## config.mk

```make
export PLATFORM = sky130hd
export DESIGN_NAME = byte_alu
export DESIGN_NICKNAME = d
export VERILOG_FILES = /design/src/pkg/alu_pkg.sv /design/src/logic/byte_alu.sv
export VERILOG_INCLUDE_DIRS = /design/src /design/src/pkg
export SDC_FILE = /design/constraint.sdc
export NUM_CORES = 1
export LEC_CHECK = 0
export ABC_CLOCK_PERIOD_IN_PS = 5900
export BUFFER_PORTS_ARGS = -buffer_cell sky130_fd_sc_hd__buf_4
export CORE_MARGIN = 2
export CORE_UTILIZATION = 35
export DETAILED_ROUTE_END_ITERATION = 6
export SYNTH_ARGS = -nofsm -noshare
export SYNTH_HDL_FRONTEND = slang
export SYNTH_SLANG_ARGS = --single-unit
```

## constraint.sdc

```tcl
create_clock -name clk_sys -period 5.9 [get_ports clk_sys]
set_input_delay 0.885 -clock clk_sys [delete_from_list [all_inputs] [get_ports clk_sys]]
set_output_delay 0.885 -clock clk_sys [all_outputs]
set_load 0.1 [all_outputs]
```

## src/pkg/alu_cfg.svh

```systemverilog
`ifndef ALU_CFG_SVH
`define ALU_CFG_SVH

// register byte offsets
`define OFF_CMD 8'h00
`define OFF_ACC 8'h04
`define OFF_STATUS 8'h08
`define OFF_DIR6 8'h0c
`define OFF_DIR7 8'h10
`define OFF_RESULT 8'h14

// command word fields
`define CMD_OP_LSB 0
`define CMD_DEST_BIT 3
`define CMD_FADDR_LSB 4
`define CMD_LIT_LSB 16

// status word fields
`define ST_CARRY_BIT 0
`define ST_NIBBLE_BIT 1
`define ST_ZERO_BIT 2
`define ST_BUSY_BIT 3

// direction register selectors
`define DIR_SEL_LO 5'h06
`define DIR_SEL_HI 5'h07

// reset values
`define ACC_RST 8'h00
`define DIR_RST 8'hff
`define RESULT_RST 8'h00
`define FLAG_RST 1'b0

`endif

```

## src/pkg/alu_pkg.sv

```systemverilog
package alu_pkg;

    typedef enum logic [2:0] {
        OP_NONE = 3'b000,
        OP_SUB = 3'b001,
        OP_RRC = 3'b010,
        OP_SWAP = 3'b011,
        OP_DIR = 3'b100,
        OP_XORF = 3'b101,
        OP_XORL = 3'b110
    } op_t;

    typedef enum logic [0:0] {
        ST_IDLE = 1'b0,
        ST_EXEC = 1'b1
    } state_t;

endpackage

```

## src/logic/byte_alu.sv

```systemverilog
`timescale 1ns/1ps
`include "alu_cfg.svh"

// Notes on behaviour
// [RULE1] Subtract computes file value minus accumulator and updates carry, nibble carry and zero.
// [RULE2] Destination bit 0 sends the result to the accumulator, 1 back to the file register.
// [RULE3] Rotate right moves carry into bit 7 and bit 0 into carry, touching only carry.
// [RULE4] Nibble exchange swaps the two halves of the file value and leaves every flag alone.
// [RULE5] Direction load copies the accumulator into direction register 6 or 7, flags untouched.
// [RULE6] Xor with file combines accumulator and file value, routes by destination, updates only zero.
// [RULE7] Xor with literal combines accumulator and an 8-bit literal into the accumulator, only zero changes.
// [RULE8] Zero is set when the 8-bit result is zero and cleared otherwise, whenever it is affected.
module byte_alu (
    input wire logic clk_sys,
    input wire logic arst_n,
    input wire logic ce,
    input wire logic hsel,
    input wire logic [31:0] haddr,
    input wire logic [1:0] htrans,
    input wire logic hwrite,
    input wire logic [2:0] hsize,
    input wire logic [31:0] hwdata,
    input wire logic hready,
    output logic hreadyout,
    output logic hresp,
    output logic [31:0] hrdata,
    input wire logic [7:0] file_rd_data,
    output logic [4:0] file_addr,
    output logic file_wr_en,
    output logic [7:0] file_wr_data,
    output logic [7:0] dir_port6,
    output logic [7:0] dir_port7
);
    import alu_pkg::*;

    state_t state_r, state_nxt;
    alu_pkg::op_t op_r, op_nxt;
    logic dest_r, dest_nxt;
    logic [4:0] faddr_r, faddr_nxt;
    logic [7:0] lit_r, lit_nxt;
    logic [7:0] acc_r, acc_nxt;
    logic [7:0] result_r, result_nxt;
    logic [7:0] dir6_r, dir6_nxt;
    logic [7:0] dir7_r, dir7_nxt;
    logic carry_r, carry_nxt;
    logic nibble_r, nibble_nxt;
    logic zero_r, zero_nxt;
    logic dphase_r, dphase_nxt;
    logic dwrite_r, dwrite_nxt;
    logic [7:0] daddr_r, daddr_nxt;
    logic [31:0] rdata_r, rdata_nxt;
    logic wr_en_r, wr_en_nxt;
    logic [7:0] wr_data_r, wr_data_nxt;
    logic [8:0] diff9;
    logic [4:0] diff5;
    logic [7:0] res;
    logic res_valid;
    logic [31:0] status_word;

    assign hreadyout = ce;
    assign hresp = 1'b0;
    assign hrdata = rdata_r;
    assign file_addr = faddr_r;
    assign file_wr_en = wr_en_r;
    assign file_wr_data = wr_data_r;
    assign dir_port6 = dir6_r;
    assign dir_port7 = dir7_r;

    always_comb begin
        status_word = 32'h0000_0000;
        status_word[`ST_CARRY_BIT] = carry_r;
        status_word[`ST_NIBBLE_BIT] = nibble_r;
        status_word[`ST_ZERO_BIT] = zero_r;
        status_word[`ST_BUSY_BIT] = (state_r == ST_EXEC);
    end

    always_comb begin
        state_nxt = state_r;
        op_nxt = op_r;
        dest_nxt = dest_r;
        faddr_nxt = faddr_r;
        lit_nxt = lit_r;
        acc_nxt = acc_r;
        result_nxt = result_r;
        dir6_nxt = dir6_r;
        dir7_nxt = dir7_r;
        carry_nxt = carry_r;
        nibble_nxt = nibble_r;
        zero_nxt = zero_r;
        dphase_nxt = dphase_r;
        dwrite_nxt = dwrite_r;
        daddr_nxt = daddr_r;
        rdata_nxt = rdata_r;
        wr_en_nxt = 1'b0;
        wr_data_nxt = wr_data_r;
        diff9 = {1'b0, file_rd_data} - {1'b0, acc_r};
        diff5 = {1'b0, file_rd_data[3:0]} - {1'b0, acc_r[3:0]};
        res = result_r;
        res_valid = 1'b0;
        if (!ce) begin
            wr_en_nxt = wr_en_r;
        end else begin
            // bus data phase
            if (dphase_r && dwrite_r) begin
                case (daddr_r)
                    `OFF_CMD: begin
                        op_nxt = alu_pkg::op_t'(hwdata[`CMD_OP_LSB +: 3]);
                        dest_nxt = hwdata[`CMD_DEST_BIT];
                        faddr_nxt = hwdata[`CMD_FADDR_LSB +: 5];
                        lit_nxt = hwdata[`CMD_LIT_LSB +: 8];
                        state_nxt = ST_EXEC;
                    end
                    `OFF_ACC: acc_nxt = hwdata[7:0];
                    `OFF_STATUS: begin
                        carry_nxt = hwdata[`ST_CARRY_BIT];
                        nibble_nxt = hwdata[`ST_NIBBLE_BIT];
                        zero_nxt = hwdata[`ST_ZERO_BIT];
                    end
                    default: ;
                endcase
            end
            // bus address phase
            dphase_nxt = hsel && htrans[1] && hready;
            if (hsel && htrans[1] && hready) begin
                dwrite_nxt = hwrite;
                daddr_nxt = haddr[7:0];
                case (haddr[7:0])
                    `OFF_ACC: rdata_nxt = {24'h000000, acc_r};
                    `OFF_STATUS: rdata_nxt = status_word;
                    `OFF_DIR6: rdata_nxt = {24'h000000, dir6_r};
                    `OFF_DIR7: rdata_nxt = {24'h000000, dir7_r};
                    `OFF_RESULT: rdata_nxt = {24'h000000, result_r};
                    default: rdata_nxt = 32'h0000_0000;
                endcase
            end
            // execution of the latched command, wins over bus writes except a command write, which keeps ST_EXEC
            if (state_r == ST_EXEC) begin
                if (!(dphase_r && dwrite_r && daddr_r == `OFF_CMD)) begin
                    state_nxt = ST_IDLE;
                end
                case (op_r)
                    OP_SUB: begin
                        res = diff9[7:0]; // RULE1
                        carry_nxt = ~diff9[8]; // RULE1
                        nibble_nxt = ~diff5[4]; // RULE1
                        zero_nxt = (diff9[7:0] == 8'h00); // RULE8
                        res_valid = 1'b1;
                    end
                    OP_RRC: begin
                        res = {carry_r, file_rd_data[7:1]}; // RULE3
                        carry_nxt = file_rd_data[0]; // RULE3
                        res_valid = 1'b1;
                    end
                    OP_SWAP: begin
                        res = {file_rd_data[3:0], file_rd_data[7:4]}; // RULE4
                        res_valid = 1'b1;
                    end
                    OP_DIR: begin
                        if (faddr_r == `DIR_SEL_LO) begin
                            dir6_nxt = acc_r; // RULE5
                        end else if (faddr_r == `DIR_SEL_HI) begin
                            dir7_nxt = acc_r; // RULE5
                        end
                    end
                    OP_XORF: begin
                        res = acc_r ^ file_rd_data; // RULE6
                        zero_nxt = ((acc_r ^ file_rd_data) == 8'h00); // RULE8
                        res_valid = 1'b1;
                    end
                    OP_XORL: begin
                        res = acc_r ^ lit_r; // RULE7
                        zero_nxt = ((acc_r ^ lit_r) == 8'h00); // RULE8
                        acc_nxt = acc_r ^ lit_r; // RULE7
                        result_nxt = acc_r ^ lit_r;
                    end
                    default: ;
                endcase
                if (res_valid) begin
                    result_nxt = res;
                    if (dest_r) begin
                        wr_en_nxt = 1'b1; // RULE2
                        wr_data_nxt = res; // RULE2
                    end else begin
                        acc_nxt = res; // RULE2
                    end
                end
            end
        end
    end

    always_ff @(posedge clk_sys or negedge arst_n) begin
        if (!arst_n) begin
            state_r <= ST_IDLE;
            op_r <= OP_NONE;
            dest_r <= 1'b0;
            faddr_r <= 5'h00;
            lit_r <= 8'h00;
            acc_r <= `ACC_RST;
            result_r <= `RESULT_RST;
            dir6_r <= `DIR_RST;
            dir7_r <= `DIR_RST;
            carry_r <= `FLAG_RST;
            nibble_r <= `FLAG_RST;
            zero_r <= `FLAG_RST;
            dphase_r <= 1'b0;
            dwrite_r <= 1'b0;
            daddr_r <= 8'h00;
            rdata_r <= 32'h0000_0000;
            wr_en_r <= 1'b0;
            wr_data_r <= 8'h00;
        end else begin
            state_r <= state_nxt;
            op_r <= op_nxt;
            dest_r <= dest_nxt;
            faddr_r <= faddr_nxt;
            lit_r <= lit_nxt;
            acc_r <= acc_nxt;
            result_r <= result_nxt;
            dir6_r <= dir6_nxt;
            dir7_r <= dir7_nxt;
            carry_r <= carry_nxt;
            nibble_r <= nibble_nxt;
            zero_r <= zero_nxt;
            dphase_r <= dphase_nxt;
            dwrite_r <= dwrite_nxt;
            daddr_r <= daddr_nxt;
            rdata_r <= rdata_nxt;
            wr_en_r <= wr_en_nxt;
            wr_data_r <= wr_data_nxt;
        end
    end
endmodule

```

==> results of run 1 <==
==> area by class of cell <==
type | instances | area, sq um
inverters | 17 | 63.8
multi-input cells | 406 | 2800
clock inverters | 4 | 27.5
clock buffers | 12 | 258
fillers | 1415 | 8430
flip-flops and latches | 80 | 2020
repair buffers | 78 | 586
well taps | 184 | 230
==> stage by stage <==
stage | util, % | worst slack, ps | std cells
2_1_floorplan | - | 3290 | 558
3_3_place_gp | 39.5 | 2680 | 765
3_5_place_dp | 39.5 | 2660 | 765
4_1_cts | 41.5 | 2990 | 781
5_1_grt | 41.5 | 2730 | 781
6_report | 41.5 | 2940 | 781
==> placed cells by master, fill, tap and decap left out, drive strengths merged, types with 5 or more instances in the layout <==
cell and count:
buf 78, dfrtp 64, nand2 53, mux2 36
o21ai 34, a21oi 32, nor2 28, conb 25
inv 17, dfstp 16, a22oi 14, a21o 12
clkbuf 12, a31oi 11, xor2 9, o211ai 9
ha 9, nand3b 8, and3 8, nand2b 7
nor3 7, nand4 7, nor4 7, nand3 6
nor2b 5, mux2i 5, o221ai 5, a222oi 5
a21boi 5
==> state kept, by name, indices dropped and copies added (netlist names), 3 cells and up <==
signal,count
acc_r,8
daddr_r,8
dir_port6,8
dir_port7,8
file_addr,5
file_wr_data,8
hrdata,8
lit_r,8
op_r,3
result_r,8
==> power by group <==
group | leakage, nW | internal [mW] | switching [mW] | total, mW
clock network | 0.142 | 0.312 | 0.233 | 0.545
registers | 0.998 | 0.594 | 0.0703 | 0.664
logic | 1.55 | 0.142 | 0.311 | 0.453
total | 2.69 | 1.05 | 0.614 | 1.66
==> per-layer routing <==
metal | global-route usage, % | share of wire, %
met1 | 28.8 | 44
met4 | 9.35 | 3.8
met5 | 0 | 0
met3 | 4.49 | 6.5
met2 | 31.0 | 46
==> critical path, stage by stage, from the launching register on <==
cell and delay, ps:
dfrtp_1 930, clkinv_1 490, a21oi_2 540, o21ai_0 390, a31oi_1 240, o221ai_1 140, o211ai_1 110
==> path summary, 6_finish.rpt <==
path                       depth (start not counted)  slack [ps]                        to
max reg2reg                                        6        2940      acc_r[2]$_DFFE_PN0P_
max in group asynchronous                          1        4500       carry_r$_DFFE_PN0P_
min reg2reg                                        2         480  dir_port7[6]$_DFFE_PN1P_
max                                                6        2940      acc_r[2]$_DFFE_PN0P_
min                                                2         480  dir_port7[6]$_DFFE_PN1P_
min in group asynchronous                          1         700     hrdata[4]$_DFFE_PN0P_
==> cells by family after synthesis <==
kind of cell | count (synthesis)
AND/OR/NAND/NOR | 156
multiplexers | 41
adder cells (fa/ha/maj) | 10
AO/OA/AOI/OAI | 162
buffers and inverters | 72
other | 1
flip-flops | 80
XOR/XNOR | 12
==> flow_summary.yaml, run 1 <==
place:
  hpwl_um: 12100
  place_area_sq_um: 5700
  gp_congestion: 0.998
  port_buffers: 78
logic_synthesis:
  async_flop_share_pct: 100
  syn_area_per_cell_sq_um: 9.61
  yosys_warnings: 0
  synth_edf_count: 0
  synth-compound-area-share_pct: 21.8
  ys.flop_type: "dfrtp_1"
  ys_ff_latch: 80
  synth.area.mux_share_pct: 9.60
  synth.most_common_cell: "dfrtp_1"
  yosys.area_share.adder_pct: 2.58
  synth_top_area_cell: "dfrtp_1"
  synth.cell_area_sq_um: 5130
  synth_cell_types: 77
  yosys.area_share.xor_xnor_pct: 2.05
  yosys.area_share.simple_pct: 16.8
  ys_top_cells_by_area: "dfrtp_1 (31%), dfstp_2 (8.2%), mux2_2 (5.7%)"
  netlist.area_leader.share_pct: 31.2
  synth_top_family_by_area: "compound AO/OA/AOI/OAI gates"
  syn_inst: 534
  ys_seq_area_share_pct: 39.4
  synth.top_cells.by_count: "dfrtp_1 (64), nand2_1 (53), a21oi_1 (31), buf_4 (27), nor2_1 (27)"
floorplan:
  start_util_pct: 35.6
  die-height_um: 125
  die-width_um: 125
  die_area_sq_um: 15700
  rows: 44
  io_pins: 147
  core_sq_um: 14400
global_routing:
  grt_start_max_net_pins: 81
  grt_usage_pct: 20.7
  overflow: 0
  grt_pass1_wl_um: 25100
  grt_pass1_vias: 4226
  antenna_found_initial: 0
route:
  drtIter0Drc: 476
  drt-pass1-iter-count: 7
  avgRoutedWirePerCell_um: 20.6
  via_per_inst: 5.73
  ant_nets: 0
  drc: 0
  vias: 4474
  wl_um: 16100
clock_tree:
  htree_num_levels: 3
  max-clock-path-buffers: 2
  root_buffer: "clkbuf_16"
  clk_pin_slew_ps: 60
  ctsResizeCount: 0
  ctsHoldBuffers: 0
  numCtsBuffers: 9
  tritoncts: "done"
  clk_latency_ps: 350
  cts_setup_buffers: 0
  cts_sinks: 80
critical_path:
  end_kind: "flip-flop"
  r2r_start: "op_r[2]$_DFFE_PN0P_"
  cp.arrival_ps: 3220
  critPathKind: "reg -> reg"
  critPathLaunchType: "flip-flop"
  crit_required_ps: 6170
  crit_path_start: "op_r[2]$_DFFE_PN0P_"
  crit_path_max_fanout: 26
timing:
  slew_viol_final: 0
  finalSetupViolCount: 0
  max_freq_mhz: 338
  finalSetupTns_ps: 0
  worst_pin_slew_ps: 1100
  relSlewSlack_pct: 26.8
  whs_ps: 484
  fin_crit_ps: 2960
  rsz0062_at_grt: "false"
  fin_skew_ps: 8.90
  fin_crit_sh_pct: 50.1
  hold_viol_final: 0
layout:
  diodes: 0
  drive_gt1_share_pct: 26.8
  syn2layout_area_growth_pct: 16.7
  nets: 685
  fin_area_sq_um: 5990
outcome:
  status: "finished, final reports clean"
power_and_ir_drop:
  power_mw: 1.66
  p_leak_nw: 2.69
  power-per-cell-area_nw_per_um2: 277
  peakVddDrop_uv: 197
min_path:
  hp-start: "dir_port7[6]$_DFFE_PN1P_"
  holdCritPathClass: "reg -> reg"
flow_run:
  drv_cap: 0
No activity file was read; power rests on OpenSTA's default activity.
==> run 2, diff against run 1 <==
--- a/config.mk
+++ b/config.mk
@@ -6,7 +6,7 @@
 export SDC_FILE = /design/constraint.sdc
 export NUM_CORES = 1
 export LEC_CHECK = 0
-export ABC_CLOCK_PERIOD_IN_PS = 5900
+export ABC_CLOCK_PERIOD_IN_PS = 2600
 export BUFFER_PORTS_ARGS = -buffer_cell sky130_fd_sc_hd__buf_4
 export CORE_MARGIN = 2
 export CORE_UTILIZATION = 35
==> constraint.sdc (replaced) <==
create_clock -name clk_sys -period 2.6 [get_ports clk_sys]
set_input_delay 0.39 -clock clk_sys [delete_from_list [all_inputs] [get_ports clk_sys]]
set_output_delay 0.39 -clock clk_sys [all_outputs]
set_load 0.1 [all_outputs]
==> run 2 against run 1 <==
Against the previous run: non-clock buffer count up 49; largest power group unchanged; routed wire length is 5.4% higher; cell count rose by 6.3%; largest cell class unchanged.
==> flow_summary.yaml, run 2 (synthesized netlist as in run 1, its figures left out) <==
outcome:
  status: "finished, final reports clean"
power_and_ir_drop:
  p_leak_nw: 2.93
  peakVddDrop_uv: 398
  power-per-cell-area_nw_per_um2: 605
timing:
  finalSetupViolCount: 0
  fin_skew_ps: 8.30
  max_freq_mhz: 419
  worst_pin_slew_ps: 691
  rsz0062_at_grt: "false"
  fin_crit_sh_pct: 91.7
  finalWorstSetupSlack_ps: 215
  relSlewSlack_pct: 53.6
  hold_viol_final: 0
  slew_viol_final: 0
  finalSetupTns_ps: 0
  fin_crit_ps: 2390
  whs_ps: 80.5
place:
  pre_cts_ws_ps: 116
  port_buffers: 78
  place_inst: 814
  hpwl_um: 13300
  gp_congestion: 0.988
route:
  vias: 4711
  drt-pass1-iter-count: 6
  via_per_inst: 5.68
  drc: 0
  avgRoutedWirePerCell_um: 20.4
  ant_nets: 0
  drtIter0Drc: 368
  wl_um: 17000
clock_tree:
  htree_num_levels: 3
  tritoncts: "done"
  ctsResizeCount: 0
  root_buffer: "clkbuf_16"
  numCtsBuffers: 9
  max-clock-path-buffers: 2
  cts_sinks: 80
  clk_latency_ps: 340
  cts_setup_buffers: 0
  clk_pin_slew_ps: 60
  ctsHoldBuffers: 0
floorplan:
  die_area_sq_um: 15700
  die-height_um: 125
  die-width_um: 125
  io_pins: 147
  start_util_pct: 35.6
  core_sq_um: 14400
  rows: 44
critical_path:
  critPathLaunchType: "flip-flop"
  crit_required_ps: 2860
  cpMaxStageDelayCell: "or4b_2"
  crit_path_max_fanout: 2
  path_cells: "inv_1, ha_1, or4b_2, o2111ai_1, a211oi_1, nor3_1, a21oi_1, buf_4, o211ai_1"
  reg2reg_depth: 9
  end_kind: "flip-flop"
  cp.arrival_ps: 2640
  critPathKind: "reg -> reg"
  cp_slowest_stage_delay_ps: 630
flow_run:
  drv_cap: 0
layout:
  nets: 734
  drive_gt1_share_pct: 32.4
  final_core_util_pct: 44.2
  final_common_cell: "buf_4"
  diodes: 0
  fillers: 1395
  final_cell_count_no_fill: 830
  syn2layout_area_growth_pct: 24.1
  most-common-layout-cells: "buf_4 (126), dfrtp_1 (64), nand2_1 (53), a21oi_1 (31), nor2_1 (27)"
global_routing:
  grt_pass1_wl_um: 26700
  overflow: 0
  grt_pass1_vias: 4718
  antenna_found_initial: 0
  grt_usage_pct: 21.9
  grt_start_max_net_pins: 50
min_path:
  holdCritPathClass: "in -> async"
run 2: layout make-up:
cell class / instances / area, sq um / share of cell area (%)
clock buffer: 14 / 274 / 4.30
tap: 184 / 230 / 3.61
timing repair buffer: 127 / 966 / 15.2
inverter: 17 / 63.8 / 1.00
sequential: 80 / 2020 / 31.7
multi-input combinational: 406 / 2800 / 44.0
clock inverter: 2 / 12.5 / 0.196
run 2: per-layer routing:
layer	track usage [%]	routed length, um	part of all wire (%)
met2	35.7	8080	48
met5	0	0	0
met1	29.7	7450	44
met4	7.52	413	2.4
met3	3.59	1020	6.0
run 2: metrics by stage:
step	power [mW]	instance area, sq um
after floorplan	2.24	5220
after global placement	2.62	6080
after detailed placement	2.64	6080
after CTS	3.86	6370
after global routing	4.02	6370
final	3.85	6370
run 2: worst max-delay path: cells and delay by family, from the launching register on:
family                   cells  cell delay, ps
AO/OA/AOI/OAI                4             450
adder cells (fa/ha/maj)      1             260
buffers and inverters        2             310
flip-flops                   1             370
AND/OR/NAND/NOR              2             900
run 2: path summary, 6_finish.rpt:
kind                                             from                        to  slack [ps]
max in group asynchronous                      arst_n  dir_port7[1]$_DFFE_PN1P_        1850
min in group clk_sys                       hwdata[20]      lit_r[4]$_DFFE_PN0P_         280
worst max-delay path             acc_r[4]$_DFFE_PN0P_      acc_r[6]$_DFFE_PN0P_         210
worst min register to register  hrdata[0]$_DFFE_PN0P_     hrdata[0]$_DFFE_PN0P_         480
worst max register to register   acc_r[4]$_DFFE_PN0P_      acc_r[6]$_DFFE_PN0P_         210
worst min-delay path                           arst_n     hrdata[3]$_DFFE_PN0P_          80
run 2: power by group:
group	internal (mW)	total [mW]	switching [mW]
combinational	0.398	1.17	0.771
sequential	1.35	1.47	0.122
clock	0.724	1.21	0.489
==> run 3, diff against run 2 <==
--- a/config.mk
+++ b/config.mk
@@ -11,6 +11,7 @@
 export CORE_MARGIN = 2
 export CORE_UTILIZATION = 35
 export DETAILED_ROUTE_END_ITERATION = 6
+export SETUP_SLACK_MARGIN = 0.4
 export SYNTH_ARGS = -nofsm -noshare
 export SYNTH_HDL_FRONTEND = slang
 export SYNTH_SLANG_ARGS = --single-unit
==> run 3 against run 2 <==
Against the previous run: die area unchanged; register-to-register slack better by 210 ps; global-route usage shrank 0.15 points; largest cell class unchanged.
==> flow_summary.yaml, run 3 (synthesized netlist as in run 1, its figures left out) <==
clock_tree:
  tritoncts: "done"
  root_buffer: "clkbuf_16"
  ctsHoldBuffers: 0
  clk_pin_slew_ps: 60
  cts_sinks: 80
  max-clock-path-buffers: 2
  clk_latency_ps: 350
  numCtsBuffers: 9
  htree_num_levels: 3
floorplan:
  io_pins: 147
  core_sq_um: 14400
  rows: 44
  start_util_pct: 35.6
  die-width_um: 125
  die_area_sq_um: 15700
  die-height_um: 125
timing:
  fin_crit_sh_pct: 83.8
  rsz0062_at_grt: "true"
  finalSetupTns_ps: 0
  worst_pin_slew_ps: 623
  slew_viol_final: 0
  max_freq_mhz: 459
  relSlewSlack_pct: 58.4
  finalWorstSetupSlack_ps: 420
  fin_crit_ps: 2180
  finalSetupViolCount: 0
  hold_viol_final: 0
  fin_skew_ps: 9.59
route:
  avgRoutedWirePerCell_um: 20.0
  drt-pass1-iter-count: 6
  via_per_inst: 5.67
  wl_um: 16700
  drtIter0Drc: 447
  drc: 0
  vias: 4744
  ant_nets: 0
critical_path:
  crit_path_max_fanout: 3
  crit_top_cell: "buf_4"
  critPathLaunchType: "flip-flop"
  path_cells: "buf_4, fa_2, nand2b_4, a21o_4, a211oi_4, nor3_2, a21oi_1, buf_4, o211ai_1"
  crit_family: "compound AO/OA/AOI/OAI gates"
  cp_num_buf_inv: 2
  end_kind: "flip-flop"
  critPathKind: "reg -> reg"
  crit_required_ps: 2810
  cp_slowest_stage_delay_ps: 430
  cp.arrival_ps: 2390
  cpMaxStageDelayCell: "dfrtp_2"
global_routing:
  antenna_found_initial: 0
  overflow: 0
  grt_pass1_wl_um: 26700
  grt_usage_pct: 21.8
  grt_pass1_vias: 4795
  grt_start_max_net_pins: 43
layout:
  multi_input_area_sq_um: 2970
  most-common-layout-cells: "buf_4 (132), dfrtp_1 (62), nand2_1 (52), a21oi_1 (28), nor2_1 (27)"
  regArea_sq_um: 2020
  fillers: 1380
  syn2layout_area_growth_pct: 29.3
  final_common_cell: "buf_4"
  drive_gt1_share_pct: 38.7
  nets: 741
  diodes: 0
min_path:
  holdCritPathClass: "in -> async"
outcome:
  status: "finished, final reports clean"
power_and_ir_drop:
  power-per-cell-area_nw_per_um2: 622
  p_leak_nw: 3.02
  peakVddDrop_uv: 409
  power_mw: 4.13
place:
  hpwl_um: 13000
  port_buffers: 78
  pre_cts_ws_ps: 57.5
  gp_congestion: 1.02
flow_run:
  drv_cap: 0
## run 3: changes by cell type in the layout (fill, tap and decap cells not counted), sizes merged
cell,change
clkbuf,-2
bufinv,+2
clkinv,+1
clkinvlp,-1
buf,+7
## run 3: what timing repair did
action	CTS	global route
buffers inserted	3	5
hold endpoints to repair	0	0
setup endpoints to repair	16	22
pin swaps	7	16
resized for setup	21	25
## run 3: layout make-up
type                            instances  area share (%)
Clock buffer                           12            3.71
Clock inverter                          4            1.17
Inverter                               17           0.961
Multi-Input combinational cell        406            44.8
Sequential cell                        80            30.5
Tap cell                              184            3.47
Timing Repair Buffer                  134            15.4
## run 3: path summary, 6_finish.rpt
kind | slack [ps] | start | end | cells after the start
min in group clk_sys | 270 | hwdata[17] | lit_r[1]$_DFFE_PN0P_ | 2
min | 30 | arst_n | hrdata[1]$_DFFE_PN0P_ | 1
min reg2reg | 470 | dir_port7[5]$_DFFE_PN1P_ | dir_port7[5]$_DFFE_PN1P_ | 2
max reg2reg | 420 | acc_r[1]$_DFFE_PN0P_ | acc_r[6]$_DFFE_PN0P_ | 9
max | 420 | acc_r[1]$_DFFE_PN0P_ | acc_r[6]$_DFFE_PN0P_ | 9
max in group asynchronous | 1910 | arst_n | dir_port6[3]$_DFFE_PN1P_ | 2
## run 3: per-stage QoR
stage,hold slack (ps),cells,cell area (sq um),util (%)
global route,59.4,837,6640,46.0
global placement,408,813,6080,42.1
floorplan,94.4,558,5230,-
finish,32.7,837,6640,46.0
CTS,36.5,832,6500,45.1
detailed placement,407,813,6080,42.1
## run 3: where the power goes
| part | switching [mW] | total (mW) | internal, mW |
|---|---|---|---|
| Sequential | 0.111 | 1.46 | 1.35 |
| Clock | 0.510 | 1.38 | 0.871 |
| Combinational | 0.820 | 1.29 | 0.467 |
| Total | 1.44 | 4.13 | 2.69 |
## run 3: routing by layer
layer	wire (um)	track usage, %	vias up
li1	-	-	2164
met1	7150	28.9	2358
met2	8120	35.8	192
met3	1080	4.19	30
met4	396	7.19	0
met5	0	0	-
